### src/core/rcs_defs.svh
`ifndef RCS_DEFS_SVH
`define RCS_DEFS_SVH

// system clock rate
`define RCS_CLK_MHZ            100
// reference cycles per primary clock period, and per bus sync period in agent mode
`define RCS_PRIM_DIV           4
`define RCS_AGENT_DIV          4
// durations in bus sync or primary clock periods
`define RCS_IN_ASSERT_TICKS    32
`define RCS_POR_ASSERT_TICKS   32
`define RCS_DRIVE_TICKS        512
`define RCS_SOFT_GAP_TICKS     16
`define RCS_STRAP_SETUP_TICKS  4
`define RCS_CFG_ON_TICKS       1
// strap outputs turn off combinationally, well inside this bound
`define RCS_CFG_OFF_NS         4
// lock budgets
`define RCS_PLL_LOCK_US        100
`define RCS_PLL_LOCK_CYC       (`RCS_PLL_LOCK_US * `RCS_CLK_MHZ)
`define RCS_DLL_MIN_CYC        7680
`define RCS_DLL_MAX_CYC        122880
// strap holding flops after reset
`define RCS_SRC_RESET          3'h0
`define RCS_DIV_RESET          1'h0

`endif

### src/core/rcs_pkg.sv
package rcs_pkg;

  typedef enum logic [2:0] {
    ST_POR,
    ST_DRIVE,
    ST_GAP,
    ST_PLL,
    ST_DLL,
    ST_RUN,
    ST_SOFT_ONLY
  } rcs_state_t;

  typedef struct packed {
    logic [2:0] reset_source;
    logic       clk_div;
  } rcs_straps_t;

endpackage

### src/core/rcs_tick_div.sv
`timescale 1ns/10ps
`default_nettype none
`include "rcs_defs.svh"

module rcs_tick_div #(
  parameter int unsigned PRIM_DIV  = `RCS_PRIM_DIV,
  parameter int unsigned AGENT_DIV = `RCS_AGENT_DIV
) (
  // clock and reset
  input  wire logic ref_clk_in,
  input  wire logic rst_n_in,
  // mode
  input  wire logic agent_mode_in,
  input  wire logic div_sel_in,
  // ticks
  output logic      prim_tick_out,
  output logic      sync_tick_out
);

  logic [7:0] prim_cnt_reg;
  logic [7:0] agent_cnt_reg;
  logic       phase_reg;
  wire        prim_wrap  = (prim_cnt_reg == 8'(PRIM_DIV - 1));
  wire        agent_wrap = (agent_cnt_reg == 8'(AGENT_DIV - 1));
  wire        host_sync  = prim_wrap & (~div_sel_in | phase_reg);

  always_ff @(posedge ref_clk_in or negedge rst_n_in) begin
    if (!rst_n_in) begin
      prim_cnt_reg  <= 8'h00;
      agent_cnt_reg <= 8'h00;
      phase_reg     <= 1'b0;
    end else begin
      prim_cnt_reg  <= prim_wrap ? 8'h00 : prim_cnt_reg + 8'h01;
      agent_cnt_reg <= agent_wrap ? 8'h00 : agent_cnt_reg + 8'h01;
      if (prim_wrap) begin
        phase_reg <= ~phase_reg;
      end
    end
  end

  assign prim_tick_out = prim_wrap;
  // host mode: bus sync period follows the divide strap, one or two primary periods
  assign sync_tick_out = agent_mode_in ? agent_wrap : host_sync;

endmodule

`default_nettype wire

### src/core/rcs_seq.sv
`timescale 1ns/10ps
`default_nettype none
`include "rcs_defs.svh"

module rcs_seq #(
  parameter int unsigned PLL_LOCK_CYC = `RCS_PLL_LOCK_CYC,
  parameter int unsigned DLL_MIN_CYC  = `RCS_DLL_MIN_CYC,
  parameter int unsigned DLL_MAX_CYC  = `RCS_DLL_MAX_CYC
) (
  // clock and reset
  input  wire logic                 ref_clk_in,
  input  wire logic                 resetn_in,
  // power-on reset and mode
  input  wire logic                 power_on_reset_n_in,
  input  wire logic                 agent_mode_in,
  // open-drain reset lines
  input  wire logic                 hard_reset_line_n_in,
  output logic                      hard_reset_line_n_out,
  output logic                      hard_reset_line_oe_out,
  input  wire logic                 soft_reset_line_n_in,
  output logic                      soft_reset_line_n_out,
  output logic                      soft_reset_line_oe_out,
  // configuration straps
  input  wire logic [2:0]           reset_source_strap_in,
  input  wire logic                 input_clock_divide_strap_in,
  output rcs_pkg::rcs_straps_t      straps_out,
  output logic                      strap_oe_out,
  // lock indications
  input  wire logic                 pll_lock_in,
  input  wire logic                 dll_lock_in,
  // status
  output logic                      clocks_usable_out,
  output logic                      ready_out,
  output rcs_pkg::rcs_state_t       seq_state_out
);

  localparam int CNT_W = 17;
  localparam logic [CNT_W-1:0] PLL_C  = CNT_W'(PLL_LOCK_CYC);
  localparam logic [CNT_W-1:0] DMIN_C = CNT_W'(DLL_MIN_CYC);
  localparam logic [CNT_W-1:0] DMAX_C = CNT_W'(DLL_MAX_CYC);

  function automatic logic [5:0] sat_inc(input logic [5:0] v, input logic en);
    sat_inc = (en && v != 6'h3f) ? v + 6'h01 : v;
  endfunction

  logic                 rst_a_reg;
  logic                 rst_n;
  logic [1:0]           por_sync_reg;
  logic [1:0]           hard_sync_reg;
  logic [1:0]           soft_sync_reg;
  logic [5:0]           por_cnt_reg;
  logic [5:0]           hard_cnt_reg;
  logic [5:0]           soft_cnt_reg;
  logic                 por_armed_reg;
  logic [CNT_W-1:0]     cnt_reg;
  logic [CNT_W-1:0]     cnt_next;
  logic [1:0]           cfg_cnt_reg;
  rcs_pkg::rcs_state_t  state_reg;
  rcs_pkg::rcs_state_t  state_next;
  rcs_pkg::rcs_straps_t straps_reg;
  logic                 prim_tick;
  logic                 sync_tick;

  always_ff @(posedge ref_clk_in or negedge resetn_in) begin
    if (!resetn_in) begin
      rst_a_reg <= 1'b0;
      rst_n     <= 1'b0;
    end else begin
      rst_a_reg <= 1'b1;
      rst_n     <= rst_a_reg;
    end
  end

  rcs_tick_div u_tick (
    .ref_clk_in    (ref_clk_in),
    .rst_n_in      (rst_n),
    .agent_mode_in (agent_mode_in),
    .div_sel_in    (straps_reg.clk_div),
    .prim_tick_out (prim_tick),
    .sync_tick_out (sync_tick)
  );

  // synchronized levels; the first stage feeds only the second
  wire por_low  = ~por_sync_reg[1];
  wire hard_low = ~hard_sync_reg[1];
  wire soft_low = ~soft_sync_reg[1];

  // power-on reset is timed on the primary clock in host mode, bus sync in agent mode
  wire por_tick = agent_mode_in ? sync_tick : prim_tick;
  // the first tick after the fall may be partial, so qualifying needs one tick more
  wire por_qual = (por_cnt_reg > 6'(`RCS_POR_ASSERT_TICKS));
  wire in_ok    = (state_reg == rcs_pkg::ST_RUN) || (state_reg == rcs_pkg::ST_PLL) ||
                  (state_reg == rcs_pkg::ST_DLL);
  wire hard_hit = in_ok && (hard_cnt_reg > 6'(`RCS_IN_ASSERT_TICKS));
  wire soft_hit = in_ok && (soft_cnt_reg > 6'(`RCS_IN_ASSERT_TICKS));
  wire tick_st  = (state_reg == rcs_pkg::ST_DRIVE) || (state_reg == rcs_pkg::ST_GAP) ||
                  (state_reg == rcs_pkg::ST_SOFT_ONLY);
  wire hard_drv = (state_reg == rcs_pkg::ST_DRIVE);
  wire soft_drv = hard_drv || (state_reg == rcs_pkg::ST_GAP) ||
                  (state_reg == rcs_pkg::ST_SOFT_ONLY);
  wire capture  = (state_reg == rcs_pkg::ST_POR) && !por_low && por_armed_reg;
  // strap drive waits out any hard reset, driven or seen, and the power-on phase
  wire hard_busy = hard_drv || hard_low || (state_reg == rcs_pkg::ST_POR);

  always_comb begin
    state_next = state_reg;
    case (state_reg)
      rcs_pkg::ST_POR: begin
        if (capture) begin
          state_next = rcs_pkg::ST_DRIVE;
        end
      end
      rcs_pkg::ST_DRIVE: begin
        // a tick may land on the entry cycle, so one extra tick keeps the hold full length
        if (cnt_reg > CNT_W'(`RCS_DRIVE_TICKS)) begin
          state_next = rcs_pkg::ST_GAP;
        end
      end
      rcs_pkg::ST_GAP: begin
        if (cnt_reg >= CNT_W'(`RCS_SOFT_GAP_TICKS)) begin
          state_next = rcs_pkg::ST_PLL;
        end
      end
      rcs_pkg::ST_PLL: begin
        if (pll_lock_in || cnt_reg >= PLL_C) begin
          state_next = rcs_pkg::ST_DLL;
        end
      end
      rcs_pkg::ST_DLL: begin
        if ((dll_lock_in && cnt_reg >= DMIN_C) || cnt_reg >= DMAX_C) begin
          state_next = rcs_pkg::ST_RUN;
        end
      end
      rcs_pkg::ST_SOFT_ONLY: begin
        if (cnt_reg > CNT_W'(`RCS_DRIVE_TICKS)) begin
          state_next = rcs_pkg::ST_RUN;
        end
      end
      default: begin
        state_next = state_reg;
      end
    endcase
    if (hard_hit) begin
      state_next = rcs_pkg::ST_DRIVE;
    end else if (soft_hit) begin
      state_next = rcs_pkg::ST_SOFT_ONLY;
    end
    // a qualified power-on reset overrides everything
    if (por_low && por_qual) begin
      state_next = rcs_pkg::ST_POR;
    end
    if (state_next != state_reg) begin
      cnt_next = '0;
    end else if (cnt_reg == '1) begin
      cnt_next = cnt_reg;
    end else begin
      cnt_next = cnt_reg + CNT_W'(tick_st ? sync_tick : 1'b1);
    end
  end

  always_ff @(posedge ref_clk_in or negedge rst_n) begin
    if (!rst_n) begin
      por_sync_reg  <= 2'h3;
      hard_sync_reg <= 2'h3;
      soft_sync_reg <= 2'h3;
      state_reg     <= rcs_pkg::ST_POR;
      cnt_reg       <= '0;
      por_armed_reg <= 1'b0;
    end else begin
      por_sync_reg  <= {por_sync_reg[0], power_on_reset_n_in};
      hard_sync_reg <= {hard_sync_reg[0], hard_reset_line_n_in};
      soft_sync_reg <= {soft_sync_reg[0], soft_reset_line_n_in};
      state_reg     <= state_next;
      cnt_reg       <= cnt_next;
      por_armed_reg <= (por_armed_reg || (por_low && por_qual)) && !capture;
    end
  end

  // counters restart whenever the line is high, so short pulses never qualify
  always_ff @(posedge ref_clk_in or negedge rst_n) begin
    if (!rst_n) begin
      por_cnt_reg  <= 6'h00;
      hard_cnt_reg <= 6'h00;
      soft_cnt_reg <= 6'h00;
    end else begin
      por_cnt_reg  <= por_low ? sat_inc(por_cnt_reg, por_tick) : 6'h00;
      hard_cnt_reg <= (hard_low && in_ok) ? sat_inc(hard_cnt_reg, sync_tick) : 6'h00;
      soft_cnt_reg <= (soft_low && in_ok) ? sat_inc(soft_cnt_reg, sync_tick) : 6'h00;
    end
  end

  // straps latched on the release edge; setup is the board's job
  always_ff @(posedge ref_clk_in or negedge rst_n) begin
    if (!rst_n) begin
      straps_reg  <= {`RCS_SRC_RESET, `RCS_DIV_RESET};
      cfg_cnt_reg <= 2'h0;
    end else begin
      if (capture) begin
        straps_reg <= {reset_source_strap_in, input_clock_divide_strap_in};
      end
      if (hard_busy) begin
        cfg_cnt_reg <= 2'h0;
      end else if (sync_tick && cfg_cnt_reg != 2'h2) begin
        // the first tick may be partial, so a full period needs two
        cfg_cnt_reg <= cfg_cnt_reg + 2'h1;
      end
    end
  end

  assign hard_reset_line_n_out  = 1'b0;
  assign soft_reset_line_n_out  = 1'b0;
  assign hard_reset_line_oe_out = hard_drv;
  assign soft_reset_line_oe_out = soft_drv;
  // raw pin in the path: the drive must drop in the same cycle, not after sync
  assign strap_oe_out = (cfg_cnt_reg == 2'h2) && hard_reset_line_n_in && !hard_drv;
  assign straps_out        = straps_reg;
  assign clocks_usable_out = (state_reg == rcs_pkg::ST_DLL) || (state_reg == rcs_pkg::ST_RUN);
  assign ready_out         = (state_reg == rcs_pkg::ST_RUN);
  assign seq_state_out     = state_reg;

  // helper counters for checks: reference cycles spent in each drive phase,
  // judged against the bus sync period so that the tick logic is not trusted
  wire  [3:0]  chk_period = agent_mode_in ? 4'(`RCS_AGENT_DIV) :
                            (straps_reg.clk_div ? 4'(2 * `RCS_PRIM_DIV) : 4'(`RCS_PRIM_DIV));
  logic [13:0] chk_hold_q;
  logic [13:0] chk_gap_q;
  always_ff @(posedge ref_clk_in or negedge rst_n) begin
    if (!rst_n) begin
      chk_hold_q <= 14'h0000;
      chk_gap_q  <= 14'h0000;
    end else begin
      chk_hold_q <= !hard_drv ? 14'h0000 : chk_hold_q + 14'(chk_hold_q != 14'h3fff);
      chk_gap_q  <= !(soft_drv && !hard_drv) ? 14'h0000 :
                    chk_gap_q + 14'(chk_gap_q != 14'h3fff);
    end
  end
endmodule

`default_nettype wire

### config.mk
export PLATFORM = sky130hd
export DESIGN_NAME = rcs_seq
export DESIGN_NICKNAME = d
export VERILOG_FILES = /design/src/core/rcs_pkg.sv /design/src/core/rcs_tick_div.sv /design/src/core/rcs_seq.sv
export VERILOG_INCLUDE_DIRS = /design/src /design/src/core
export SDC_FILE = /design/constraint.sdc
export NUM_CORES = 1
export LEC_CHECK = 0
export BUFFER_PORTS_ARGS = -buffer_cell sky130_fd_sc_hd__buf_2
export CAP_MARGIN = 20
export CORE_MARGIN = 2
export CORE_UTILIZATION = 65
export DETAILED_ROUTE_END_ITERATION = 7
export GPL_TIMING_DRIVEN = 0
export PLACE_DENSITY = 0.93
export SLEW_MARGIN = 5
export SYNTH_ARGS = -nofsm -noshare
export SYNTH_HDL_FRONTEND = slang
export SYNTH_SLANG_ARGS = --single-unit
### constraint.sdc
create_clock -name ref_clk_in -period 6.82 [get_ports ref_clk_in]
set_clock_uncertainty 0.2 [all_clocks]
set_input_delay 0.682 -clock ref_clk_in [delete_from_list [all_inputs] [get_ports ref_clk_in]]
set_output_delay 0.682 -clock ref_clk_in [all_outputs]
set_load 0.02 [all_outputs]
**Word-level counts from Yosys, hierarchy flattened**

Cells that the tools add are included.

- $add $sub $neg: 7
- Multipliers: 0
- Divide/modulo/power cells: 0
- Magnitude comparators: 8
- Eq/ne operators: 18
- Shifts and indexed selects: 0
- Muxes and demuxes: 25
- Bitwise operators: 7
- Reductions and logical operators: 30

Operator list:

| operator | number |
|---|---|
| $mux 6 | 6 |
| $mux 17 | 2 |
| $mux 3 | 9 |
| $add 6x1->6 const B | 3 |
| $gt 6x6->1 const B | 3 |
| $ne 6x6->1 const B | 3 |
| $pmux 3 s6 | 1 |
| $add 17x1->17 | 1 |
| $eq 17x17->1 const B | 1 |
| $ge 17x13->1 const B | 1 |
| $ge 17x14->1 const B | 1 |
| $ge 17x17->1 const B | 1 |
| $ge 17x5->1 const B | 1 |
| $gt 17x10->1 const B | 1 |
| $add 8x1->8 const B | 2 |
| $eq 8x2->1 const B | 2 |
| $mux 8 | 2 |
| $logic_and 1x1->1 | 15 |
| $logic_or 1x1->1 | 10 |
| $eq 3x3->1 const B | 3 |
| $eq 3x2->1 const B | 2 |
| $not 1->1 | 5 |
| $mux 2 | 2 |
| $ne 2x1->1 const B | 2 |
| other kinds (11) | 16 |

- Flip-flop bits (word level): 70
- Latch bits: 0
- RAM bits: 0
- ROM bits: 0
- Output and inout port bits: 14
- Memories: 0

**Depth between registers and ports, before layout**

Gate-level depths: netlist of the first run.

- Word-level depth: 10
- Depth in mapped cells: 12

**Hierarchy**

From an unflattened synthesis of the first run, not the netlist that was laid out.

- Cells, all modules: 375
- Area total of the unflattened synthesis: 3,789.9 µm²

Modules (own cells, without submodules):

| module | times used | cells an instance | area each (µm²) |
|---|---|---|---|
| rcs_seq | 1 | 313 | 3,047.9 |
| rcs_tick_div | 1 | 62 | 742.0 |

**Worst setup path before layout of the first run**

No wires, ideal clock.

- Kind: reg-to-reg
- Start: register u_tick.agent_cnt_reg[0]
- End: register cnt_reg[14]
- Arrival: 2.628 ns
- Data required time: 6.488 ns
- Setup slack: 3.860 ns
- Cell stages (with the launch flop): 11
- Path buffers: 0
- Period minus slack after synthesis: 2.960 ns
- Path through: dfrtp_1 -> ha_1 -> or4b_1 -> or3_1 -> and2_1 -> nand2_1 -> ha_1 -> ha_1 -> nand4_1 -> o311ai_0 -> nor3_2

- Longest elaborated chain between the ends: 6

Ends and longest elaborated chain:

| what | RTL line | text |
|---|---|---|
| start: declaration | rcs_tick_div.sv:21 | `logic [7:0] agent_cnt_reg;` |
| start signal: assignment | rcs_tick_div.sv:34 | `agent_cnt_reg <= agent_wrap ? 8'h00 : agent_cnt_reg + 8'h01;` |
| $eq 8x2->1 | rcs_tick_div.sv:24 | `wire agent_wrap = (agent_cnt_reg == 8'(AGENT_DIV - 1));` |
| $mux 1 | rcs_tick_div.sv:43 | `assign sync_tick_out = agent_mode_in ? agent_wrap : host_sync;` |
| $mux 1 | rcs_seq.sv:157 | `cnt_next = cnt_reg + CNT_W'(tick_st ? sync_tick : 1'b1);` |
| $add 17x1->17 | rcs_seq.sv:157 |  |
| $mux 17 | rcs_seq.sv:154 | `end else if (cnt_reg == '1) begin` |
| $mux 17 | rcs_seq.sv:152 | `if (state_next != state_reg) begin` |
| end signal: assignment | rcs_seq.sv:174 | `cnt_reg <= cnt_next;` |
| end: declaration | rcs_seq.sv:55 | `logic [CNT_W-1:0] cnt_reg;` |

No other way between the ends. The select of a mux whose other input is x is not followed.
A chain may end at the register's enable or synchronous reset.

**Worst setup path after layout of the first run**

Same ends and word-level chain as after synthesis.

==> metrics.md, run 1 <==
| Metric | Value |
|---|---|
| Sequential area share after synthesis | `45.30%` |
| Count of final hold-check violations | `0` |
| Fmax | `between 200 and 300 MHz` |
| Share of the clock period used by the worst path after layout | `approximately half` |
| Switching Power | `around 0.00030 W` |
| Worst hold path cell count | `0` |
| Maximum number of pins on one net before global-route repair | `69` |
| Fraction of layout instances using a drive strength above 1 | `18.43%` |
| Hold Crit Start | `rst_a_reg` |
| Global-route wire length before repair | `14.60 mm` |
| Number of port buffers | `23` |
| Vias after detailed routing | `around 3,300` |
| Fin nets | `463` |
| Library cells used by synthesis | `between 60 and 70` |
| Slew margin rel. | `a little over two fifths` |
| Clock network fraction of design power | `33.1%` |
| Number of ports placed on the die boundary | `26` |
| Cell count after synthesis | `403` |
| Initial standard-cell utilization of the core | `66.38%` |
| Insertion delay to the later sink of the worst-skew pair | `0.36 ns` |
| Area share of xor/xnor cells in the synthesized design | `under 10%` |
| CTS tree | `yes` |
| DRC | `0` |
| Number of DRC markers after the initial detailed-route iteration | `436` |
| Syn. warnings | `0` |
| Min-Delay Endpoint | `rst_n` |
| H-tree lvl count | `3` |
| Share of async-settable or async-resettable flops after synthesis | `100.0%` |
| Capture point of the worst reg-to-reg path | `cnt_reg[14]` |
| Time the worst path needs with I/O delays and setup | `3.495 ns` |
| Post-synth EDFFs | `0` |
| Core Rows | `28` |
| Number of CTS-inserted buffers | `9` |
| Worst min-delay path class | `flop to flop` |
| Number of antenna violations at the first check in global routing | `0` |
| Critical-path maximum fanout | `6` |
| Leak pwr | `2.041 nW` |
| Internal power component | `0.0006376 W` |
| Avg WL per Cell | `between 15 and 20 µm` |
| Vias per Instance | `6.335` |
| Post-cts repair resize count | `0` |
| Total congestion overflow | `0` |
| Pwr/cell area | `between 200 and 250 nW/µm²` |
| Worst reg2reg path depth | `10` |
| Die Wd | `81.30 µm` |
| Kind of launch point of the worst setup path | `flop` |
| Dominant combinational cell family by area after synthesis | `simple AND/OR/NAND/NOR gates` |
| Flip-flop count of the largest register after layout | `17` |
| Area growth from synthesis to layout | `10.82%` |
| Most frequent cells in the layout | `dfrtp_1, nor2_1, nand2_1` |
| RSZ-0062 raised after global routing | `false` |
| Final total negative setup slack | `0 ns` |
| Capturing element type of the critical path | `flop` |
| CTS root buffer | `clkbuf_8` |
| Postcts setup bufs | `0` |
| Combinational cell fraction of total power | `18.7%` |
| Slew of the pin with the lowest slew margin | `0.8656 ns` |
| Setup slack at placement | `3.372 ns` |
| Area share of and/or/nand/nor cells after synthesis | `25.71%` |
| Clock Tree Buf Depth | `2` |
| Pins Over Slew Limit | `0` |
| Worst voltage drop across the vdd grid | `0.2096 mV` |
| Total routing resource utilization after global routing | `29.50%` |
| Startpoint of the most critical register-to-register path | `u_tick.agent_cnt_reg[0]` |
| Data arrival, critical path | `~3.5 ns` |
| Via count of the first global-routing pass | `3,076` |
| Power share of the sequential group | `about half` |
| Multiplexer share of the synthesized area | `1.418%` |
| Most used flip-flop cell after synthesis | `dfrtp_1` |
| Number of storage elements in the synthesis netlist | `70` |
| Height of the chip | `~80 µm` |
| TritonCTS Sinks | `70` |
| Adder and majority gate portion of the synthesized area | `3.544%` |
| Final wirelength | `8.918 mm` |
| First-pass iteration count of the detailed router | `5` |
| Fin worst setup slack | `3.325 ns` |
| Sw Share | `31.73%` |
| Area of the core | `5851 µm²` |
| Maxcap violations | `0` |
| Minimum hold slack | `0.1559 ns` |
| Sum of net half-perimeters after detailed placement | `6.251 mm` |
| DIE AREA | `6609 µm²` |
| Final Power | `0.0009340 W` |
| Antenna viol nets, final | `0` |
| Setup Viol. Count Final | `0` |
| Cell area after synthesis | `3884 µm²` |
| Average cell area after synthesis | `9.637 µm²` |
| Class of the most critical setup path | `flop to flop` |
| Internal reg-to-reg setup slack | `3.33 ns` |
| Fraction of the mapped netlist area in compound gates | `10.63%` |
| GPL Wtd Cong | `0.9437` |
| Crit path required time | `~7 ns` |
| Clock slew at the register clock pins of the worst setup and hold paths | `0.08 ns` |
| Status | `finished, final reports clean` |
| Most common cell after layout, fill and taps aside | `dfrtp_1` |
| Antenna Cells | `0` |
## cells by family after synthesis
family | after synthesis
buffers and inverters | 34
other | 2
adders and majority gates | 11
AOI/OAI and AO/OA | 57
xor gates and xnor gates | 37
and+or+nand+nor | 187
DFF | 70
muxes | 5
## cells in the mapped netlist (4+ instances only)
cell      count  share of area [%]
a21oi_1      10                1.3
a31oi_1       6               0.97
and2_1        4               0.64
and3_1       12                1.9
and4_1        6                1.4
buf_4         4               0.77
buf_6         6                1.7
clkbuf_1      5               0.48
dfrtp_1      64                 41
dfstp_2       6                4.1
ha_1         11                3.5
inv_1        18                1.7
mux2_2        4                1.2
nand2_1      39                3.8
nand3_1      22                2.8
nand4_1       9                1.4
nor2_1       45                4.3
nor3_1       13                1.7
nor3_2        5                1.3
nor4_1        4               0.64
o211ai_1      5               0.97
o21ai_0      10                1.3
xnor2_1      16                3.6
xor2_1       21                4.7
## power groups by stage
stage	Combinational (W)	Clock [W]	Sequential, W
floorplan	0.000124	0	0.000456
global placement	0.000166	0	0.000456
detailed placement	0.000171	0	0.000457
CTS	0.000172	0.000313	0.000449
global route	0.000190	0.000333	0.000452
finish	0.000175	0.000310	0.000449
## stage by stage
step                      cell area [µm²]  cells  util (%)
final                                4304    520     73.57
after global routing                 4304    520     73.57
after CTS                            4304    520     73.57
after detailed placement             4111    503     70.27
after global placement               4096    502     70.02
after floorplan                      3887    404         -
## worst max-delay path by stage
| stage | startpoint | to | slack, ns | cells after the start |
|---|---|---|---|---|
| floorplan | u_tick.agent_cnt_reg[0] | cnt_reg[14] | 3.86 | 10 |
| global placement | u_tick.agent_cnt_reg[0] | cnt_reg[14] | 3.52 | 10 |
| detailed placement | u_tick.agent_cnt_reg[0] | cnt_reg[14] | 3.37 | 10 |
| CTS | u_tick.agent_cnt_reg[0] | cnt_reg[14] | 3.34 | 10 |
| global route | u_tick.agent_cnt_reg[0] | cnt_reg[14] | 3.14 | 10 |
| finish | u_tick.agent_cnt_reg[0] | cnt_reg[14] | 3.33 | 10 |
## layer usage
metal | track usage, % | up-vias | share of wire, %
met1 | 39.16 | 1629 | 41
met2 | 46.07 | 135 | 49
met5 | 0 | - | 0
li1 | - | 1504 | -
met3 | 8.000 | 26 | 6.8
met4 | 11.53 | 0 | 2.6
## final cells by class
cell class                 count  area (µm²)
multi-input combinational    300        1939
clock inverter                 6       45.04
tap                           75       93.84
sequential                    70        1763
timing repair buffer          25       136.4
fill                         407        1546
inverter                      18       67.56
clock buffer                  10       137.6
buffer                        16       121.4
## worst max-delay path, cell delays in order (launching register included)
cell and delay (ns):
dfrtp_1 0.39, ha_1 0.21, or4b_1 0.49, or3_1 0.47, and2_1 0.20, nand2_1 0.08
ha_1 0.21, ha_1 0.32, nand4_1 0.23, o311ai_0 0.51, nor3_2 0.06
## what timing repair did
action	4_1_cts	5_1_grt
hold endpoints to repair	2	0
hold buffers	1	0
setup endpoints to repair	0	0
Power figures use the tool's default switching activity.
==> inputs of run 2 (changes only) <==
--- a/config.mk
+++ b/config.mk
@@ -9,10 +9,10 @@
 export BUFFER_PORTS_ARGS = -buffer_cell sky130_fd_sc_hd__buf_2
 export CAP_MARGIN = 20
 export CORE_MARGIN = 2
-export CORE_UTILIZATION = 65
+export CORE_UTILIZATION = 61
 export DETAILED_ROUTE_END_ITERATION = 7
 export GPL_TIMING_DRIVEN = 0
-export PLACE_DENSITY = 0.93
+export PLACE_DENSITY = 0.88
 export SLEW_MARGIN = 5
 export SYNTH_ARGS = -nofsm -noshare
 export SYNTH_HDL_FRONTEND = slang
==> constraint.sdc (replaced) <==
create_clock -name ref_clk_in -period 3.55 [get_ports ref_clk_in]
set_clock_uncertainty 0.2 [all_clocks]
set_input_delay 0.355 -clock ref_clk_in [delete_from_list [all_inputs] [get_ports ref_clk_in]]
set_output_delay 0.355 -clock ref_clk_in [all_outputs]
set_load 0.02 [all_outputs]
==> metrics.md, run 2 (same netlist as run 1, synthesis figures left out) <==
| Metric | Value |
|---|---|
| Data arrival, critical path | `3.37 ns` |
| Time the worst path needs with I/O delays and setup | `3.310 ns` |
| Postcts setup bufs | `0` |
| Critical-path maximum fanout | `6` |
| Crit. Startpoint | `u_tick.agent_cnt_reg[0]` |
| Min-Delay Endpoint | `straps_out[3]` |
| Number of DRC markers after the initial detailed-route iteration | `331` |
| Fraction of layout instances using a drive strength above 1 | `18.49%` |
| Number of CTS-inserted buffers | `9` |
| GPL Wtd Cong | `0.9254` |
| Number of port buffers | `23` |
| Count of final hold-check violations | `0` |
| Clock Tree Buf Depth | `2` |
| Antenna Cells | `0` |
| Minimum hold slack | `approximately 0.036 ns` |
| Clock slew at the register clock pins of the worst setup and hold paths | `roughly 0.080 ns` |
| FILL cells | `approximately 480` |
| Total length of routed met2 wires | `3.985 mm` |
| Class of the most critical setup path | `flop to flop` |
| Number of antenna violations at the first check in global routing | `0` |
| Pins Over Slew Limit | `0` |
| Total congestion overflow | `0` |
| Maxcap violations | `0` |
| Core Rows | `29` |
| Via count of the first global-routing pass | `3,100` |
| Number of ports placed on the die boundary | `26` |
| Kind of launch point of the worst setup path | `flop` |
| Most common cell after layout, fill and taps aside | `dfrtp_1` |
| Avg WL per Cell | `15.92 µm` |
| Height of the chip | `83.79 µm` |
| Worst hold path cell count | `2` |
| Pwr/cell area | `424.7 nW/µm²` |
| Leak pwr | `2.061 nW` |
| CTS tree | `yes` |
| H-tree lvl count | `3` |
| Capture point of the worst reg-to-reg path | `cnt_reg[10]` |
| DRC | `0` |
| First-pass iteration count of the detailed router | `5` |
| Crit path required time | `3.61 ns` |
| Status | `finished, final reports clean` |
| Setup slack at placement | `0.1690 ns` |
| Slew of the pin with the lowest slew margin | `0.8471 ns` |
| Total routing resource utilization after global routing | `25.43%` |
| Startpoint of the most critical register-to-register path | `u_tick.agent_cnt_reg[0]` |
| Die Wd | `83.79 µm` |
| Fin nets | `467` |
| Placed inst area | `4103 µm²` |
| DIE AREA | `around 7000 µm²` |
| Worst min-delay path class | `input port to flop` |
| Slew margin rel. | `43.53%` |
| Area of the core | `6241 µm²` |
| Area growth from synthesis to layout | `12.63%` |
| Antenna viol nets, final | `0` |
| Vias after detailed routing | `3,168` |
| Most frequent cells in the layout | `dfrtp_1, nor2_1, nand2_1` |
| Finished layout cell area | `4374 µm²` |
| Worst voltage drop across the vdd grid | `just under 0.3 mV` |
| CTS root buffer | `clkbuf_8` |
| Initial standard-cell utilization of the core | `62.23%` |
| Sum of net half-perimeters after detailed placement | `between 5 and 6 mm` |
| Final total negative setup slack | `0 ns` |
| Maximum number of pins on one net before global-route repair | `69` |
| Share of the clock period used by the worst path after layout | `93.25%` |
| Worst reg2reg path depth | `12` |
| Met3 Routed Length | `470 µm` |
| Final wirelength | `8.374 mm` |
| Global-route wire length before repair | `14.31 mm` |
| TritonCTS Sinks | `70` |
| Flip-flop count of the largest register after layout | `17` |
| Setup Viol. Count Final | `0` |
| Insertion delay to the later sink of the worst-skew pair | `0.35 ns` |
| Routed metal-1 wirelength | `3.699 mm` |
| Uppermost layer routed | `met4` |
| Internal reg-to-reg setup slack | `approximately 0.24 ns` |
| Fmax | `302.1 MHz` |
| Vias per Instance | `6.023` |
| Hold Crit Start | `reset_source_strap_in[2]` |
| Capturing element type of the critical path | `flop` |
| RSZ-0062 raised after global routing | `false` |
| Fin worst setup slack | `0.2396 ns` |
[run 2: metal layers]
layer	GRT usage [%]	up-vias
li1	-	1513
met1	34.94	1516
met2	38.76	115
met3	4.451	24
met4	13.20	0
met5	0	-
[run 2: worst max-delay path by stage]
stage | endpoint | slack [ns] | cells past startpoint
2_1_floorplan | cnt_reg[14] | 0.59 | 10
3_5_place_dp | cnt_reg[14] | 0.17 | 10
3_3_place_gp | cnt_reg[14] | 0.27 | 10
5_1_grt | cnt_reg[10] | 0.002 | 12
4_1_cts | cnt_reg[10] | 0.14 | 12
6_report | cnt_reg[10] | 0.24 | 12
[run 2: repair_timing]
action	in CTS	in global routing
setup endpoints to repair	0	3
resized for setup	0	4
hold endpoints to repair	6	0
hold buffers	5	0
[run 2: critical path, stage by stage, from the launching register on]
cell     delay, ns
dfrtp_1       0.39
ha_1          0.22
or4b_1        0.48
or3_1         0.45
and2_1        0.21
nand2_1       0.07
ha_1          0.24
ha_4          0.20
and4_1        0.27
a31oi_1       0.10
a31oi_1       0.18
nand2_1       0.09
nor3_2        0.13
[run 2: final cells by class]
cell class	count	area (µm²)	area share, %
Multi-Input combinational cell	300	1958	44.77
Sequential cell	70	1763	40.30
Timing Repair Buffer	29	170.2	3.890
Clock buffer	10	127.6	2.918
Buffer	16	121.4	2.775
Tap cell	77	96.34	2.203
Clock inverter	6	70.07	1.602
Inverter	18	67.56	1.545
[run 2: power breakdown]
group | total [W] | internal (W) | switching (W)
Combinational | 0.000350 | 0.000132 | 0.000218
Sequential | 0.000862 | 0.000826 | 0.0000359
Clock | 0.000646 | 0.000328 | 0.000318
[run 2: stage by stage]
step                total power, W  utilization, %  instances
detailed placement        0.001208           65.74        504
floorplan                 0.001115               -        404
finish                    0.001858           70.09        526
CTS                       0.001857           69.71        525
global route              0.001939           70.09        526
global placement          0.001194           65.68        504
==> inputs of run 3 (changes only) <==
--- a/config.mk
+++ b/config.mk
@@ -6,13 +6,14 @@
 export SDC_FILE = /design/constraint.sdc
 export NUM_CORES = 1
 export LEC_CHECK = 0
+export ABC_AREA = 1
 export BUFFER_PORTS_ARGS = -buffer_cell sky130_fd_sc_hd__buf_2
 export CAP_MARGIN = 20
 export CORE_MARGIN = 2
-export CORE_UTILIZATION = 61
+export CORE_UTILIZATION = 60
 export DETAILED_ROUTE_END_ITERATION = 7
 export GPL_TIMING_DRIVEN = 0
-export PLACE_DENSITY = 0.88
+export PLACE_DENSITY = 0.87
 export SLEW_MARGIN = 5
 export SYNTH_ARGS = -nofsm -noshare
 export SYNTH_HDL_FRONTEND = slang
==> constraint.sdc (replaced) <==
create_clock -name ref_clk_in -period 3.55 [get_ports ref_clk_in]
set_clock_uncertainty 0.2 [all_clocks]
set_input_delay 0.355 -clock ref_clk_in [delete_from_list [all_inputs] [get_ports ref_clk_in]]
set_output_delay 0.355 -clock ref_clk_in [all_outputs]
set_load 0.005 [all_outputs]
==> metrics.md, run 3 <==
| Metric | Value |
|---|---|
| Status | `finished, final reports clean` |
| Switching Power | `0.0004796 W` |
| Maxcap violations | `0` |
| Adder and majority gate portion of the synthesized area | `3.611%` |
| CTS tree | `yes` |
| Number of DRC markers after the initial detailed-route iteration | `roughly 110` |
| Setup slack at placement | `0.2690 ns` |
| Post-layout utilization of the core | `68.70%` |
| Startpoint of the most critical register-to-register path | `u_tick.prim_cnt_reg[0]` |
| Worst voltage drop across the vdd grid | `0.2878 mV` |
| Setup Viol. Count Final | `0` |
| Combinational cell fraction of total power | `12.0%` |
| Area growth from synthesis to layout | `12.51%` |
| Number of storage elements in the synthesis netlist | `70` |
| Syn. warnings | `0` |
| Class of the most critical setup path | `flop to flop` |
| Number of CTS-inserted buffers | `9` |
| Number of port buffers | `23` |
| Core Rows | `29` |
| Share of async-settable or async-resettable flops after synthesis | `100.0%` |
| RSZ-0062 raised after global routing | `false` |
| Crit path required time | `3.59 ns` |
| Capturing element type of the critical path | `flop` |
| Most used flip-flop cell after synthesis | `dfrtp_1` |
| Post-synth EDFFs | `0` |
| Share of the clock period used by the worst path after layout | `89.41%` |
| Number of antenna violations at the first check in global routing | `0` |
| Portion of synthesized cell area occupied by the leading cell type | `~42%` |
| Final wirelength | `7.454 mm` |
| Pins Over Slew Limit | `0` |
| Maximum number of pins on one net before global-route repair | `69` |
| Clock slew at the register clock pins of the worst setup and hold paths | `0.08 ns` |
| Total congestion overflow | `0` |
| Multiplexer share of the synthesized area | `about 1.2%` |
| Most frequent cells in the layout | `nand2_1, inv_1, dfrtp_1` |
| GPL Wtd Cong | `0.8905` |
| Initial standard-cell utilization of the core | `just over 60%` |
| Area share of and/or/nand/nor cells after synthesis | `27.08%` |
| Critical-path maximum fanout | `5` |
| Antenna viol nets, final | `0` |
| Crit. Startpoint | `u_tick.prim_cnt_reg[0]` |
| Slew of the pin with the lowest slew margin | `0.8450 ns` |
| DRC | `0` |
| Count of final hold-check violations | `0` |
| Top cells by area in the synthesized netlist | `dfrtp_1, nand2_1, inv_1, nand3_1, nor2_1` |
| Fin nets | `514` |
| Power share of the sequential group | `50.1%` |
| First-pass iteration count of the detailed router | `4` |
| Hold Crit Start | `reset_source_strap_in[0]` |
| Cell accounting for the most synthesized area | `dfrtp_1` |
| Sum of net half-perimeters after detailed placement | `approximately 5.3 mm` |
| Via count of the first global-routing pass | `a little over 3,000` |
| Most frequent cells after synthesis | `nand2_1, dfrtp_1, inv_1, nor2_1, nand3_1` |
| Leak pwr | `2.036 nW` |
| CTS root buffer | `clkbuf_8` |
| Sw Share | `27.57%` |
| Pwr/cell area | `405.8 nW/µm²` |
| TritonCTS Sinks | `70` |
| Most common cell after layout, fill and taps aside | `nand2_1` |
| Slew margin rel. | `a little over two fifths` |
| Fraction of layout instances using a drive strength above 1 | `between 10% and 20%` |
| Data arrival, critical path | `3.21 ns` |
| Dominant combinational cell family by area after synthesis | `simple AND/OR/NAND/NOR gates` |
| Vias after detailed routing | `3,070` |
| Die Wd | `83.70 µm` |
| Number of ports placed on the die boundary | `26` |
| Global-route wire length before repair | `13.47 mm` |
| H-tree lvl count | `3` |
| Library cells used by synthesis | `38` |
| Worst min-delay path class | `input port to flop` |
| Area share of xor/xnor cells in the synthesized design | `approximately 5.7%` |
| Kind of launch point of the worst setup path | `flop` |
| Fraction of the mapped netlist area in compound gates | `7.814%` |
| Area of the core | `6241 µm²` |
| Clock Tree Buf Depth | `2` |
| Insertion delay to the later sink of the worst-skew pair | `0.35 ns` |
| Minimum hold slack | `roughly 0.030 ns` |
| Antenna Cells | `0` |
| Cell area after synthesis | `3811 µm²` |
| Final Power | `0.001740 W` |
| Internal power component | `between 0.001 and 0.0015 W` |
| DIE AREA | `7006 µm²` |
| Most common cell in the netlist | `nand2_1` |
| Flip-flop count of the largest register after layout | `17` |
| Height of the chip | `83.70 µm` |
| Cell count after synthesis | `450` |
| Clock network fraction of design power | `37.8%` |
| Vias per Instance | `5.358` |
| Time the worst path needs with I/O delays and setup | `3.174 ns` |
| Avg WL per Cell | `13.01 µm` |
| Final total negative setup slack | `0 ns` |
| Total routing resource utilization after global routing | `23.69%` |
| Average cell area after synthesis | `8.469 µm²` |
| Fmax | `roughly 320 MHz` |
| Fin worst setup slack | `0.3761 ns` |
| Sequential area share after synthesis | `46.16%` |
run 3: changes by cell type in the layout (fill, tap and decap cells not counted), sizes merged, moves of 6 or more:
| cell | previous run | this run |
|---|---|---|
| inv | 19 | 72 |
| clkbuf | 16 | 10 |
| nand3 | 22 | 46 |
| and3 | 12 | 0 |
| xnor2 | 16 | 3 |
| o21ai | 11 | 21 |
| nor3 | 19 | 10 |
| nand2 | 39 | 72 |
| nor2 | 45 | 77 |
| and4 | 7 | 0 |
run 3: cells by family after synthesis:
kind of cell,Yosys count
muxes,4
other,2
and+or+nand+nor,219
xor gates and xnor gates,25
AOI/OAI and AO/OA,44
buffers and inverters,75
adders and majority gates,11
DFF,70
run 3: final timing paths:
path                               endpoint  depth (start not counted)  slack, ns
min reg2reg                soft_sync_reg[1]                          0       0.16
max reg2reg                     cnt_reg[14]                         18       0.38
min in group asynchronous             rst_n                          2       0.10
max                             cnt_reg[14]                         18       0.38
max in group asynchronous       cnt_reg[10]                          0       2.35
min                           straps_out[1]                          2       0.03
run 3: worst max-delay path, stage by stage, from the launching register on:
cell      delay [ns]
dfrtp_1         0.38
ha_1            0.21
nand3_1         0.11
nor2_2          0.25
inv_1           0.08
o21ai_2         0.19
inv_2           0.06
a31oi_4         0.18
o21bai_1        0.14
ha_1            0.19
ha_1            0.16
inv_1           0.04
nor2_1          0.14
nand2_1         0.09
inv_1           0.09
nand3_1         0.12
nand3b_1        0.19
xor2_1          0.16
nor2_2          0.05
run 3: power groups by stage:
stage               sequential, W  clock [W]  combinational (W)
finish                   0.000872   0.000658           0.000210
global route             0.000881   0.000711           0.000240
CTS                      0.000875   0.000671           0.000212
detailed placement       0.000891          0           0.000207
global placement         0.000888          0           0.000201
floorplan                0.000882          0           0.000148
run 3: layout make-up:
cell class                 instances  area (µm²)
buffer                             6       51.30
clock inverter                     7       78.83
clock buffer                       9       123.9
inverter                          69       261.5
multi-input combinational        306        1743
sequential                        70        1763
tap                               77       96.34
timing repair buffer              29       170.2
fill                             495        1953
run 3: per-layer routing:
| layer | GRT usage [%] | vias up | routed length [µm] |
|---|---|---|---|
| li1 | - | 1514 | - |
| met1 | 29.13 | 1470 | 3179 |
| met2 | 40.44 | 71 | 3786 |
| met3 | 5.737 | 15 | 353 |
| met4 | 8.944 | 0 | 135 |
| met5 | 0 | - | 0 |
run 3: repair_timing:
item | CTS | global route
setup endpoints to repair | 0 | 1
endpoints found under the hold margin | 5 | 0
setup buffers | 0 | 2
gates resized for setup | 0 | 0
hold buffers | 4 | 0
run 3: per-stage QoR:
| step | instance area, µm² | std cells |
|---|---|---|
| 2_1_floorplan | 3815 | 451 |
| 4_1_cts | 4273 | 571 |
| 3_5_place_dp | 4030 | 551 |
| 6_report | 4288 | 573 |
| 5_1_grt | 4288 | 573 |
| 3_3_place_gp | 4026 | 551 |
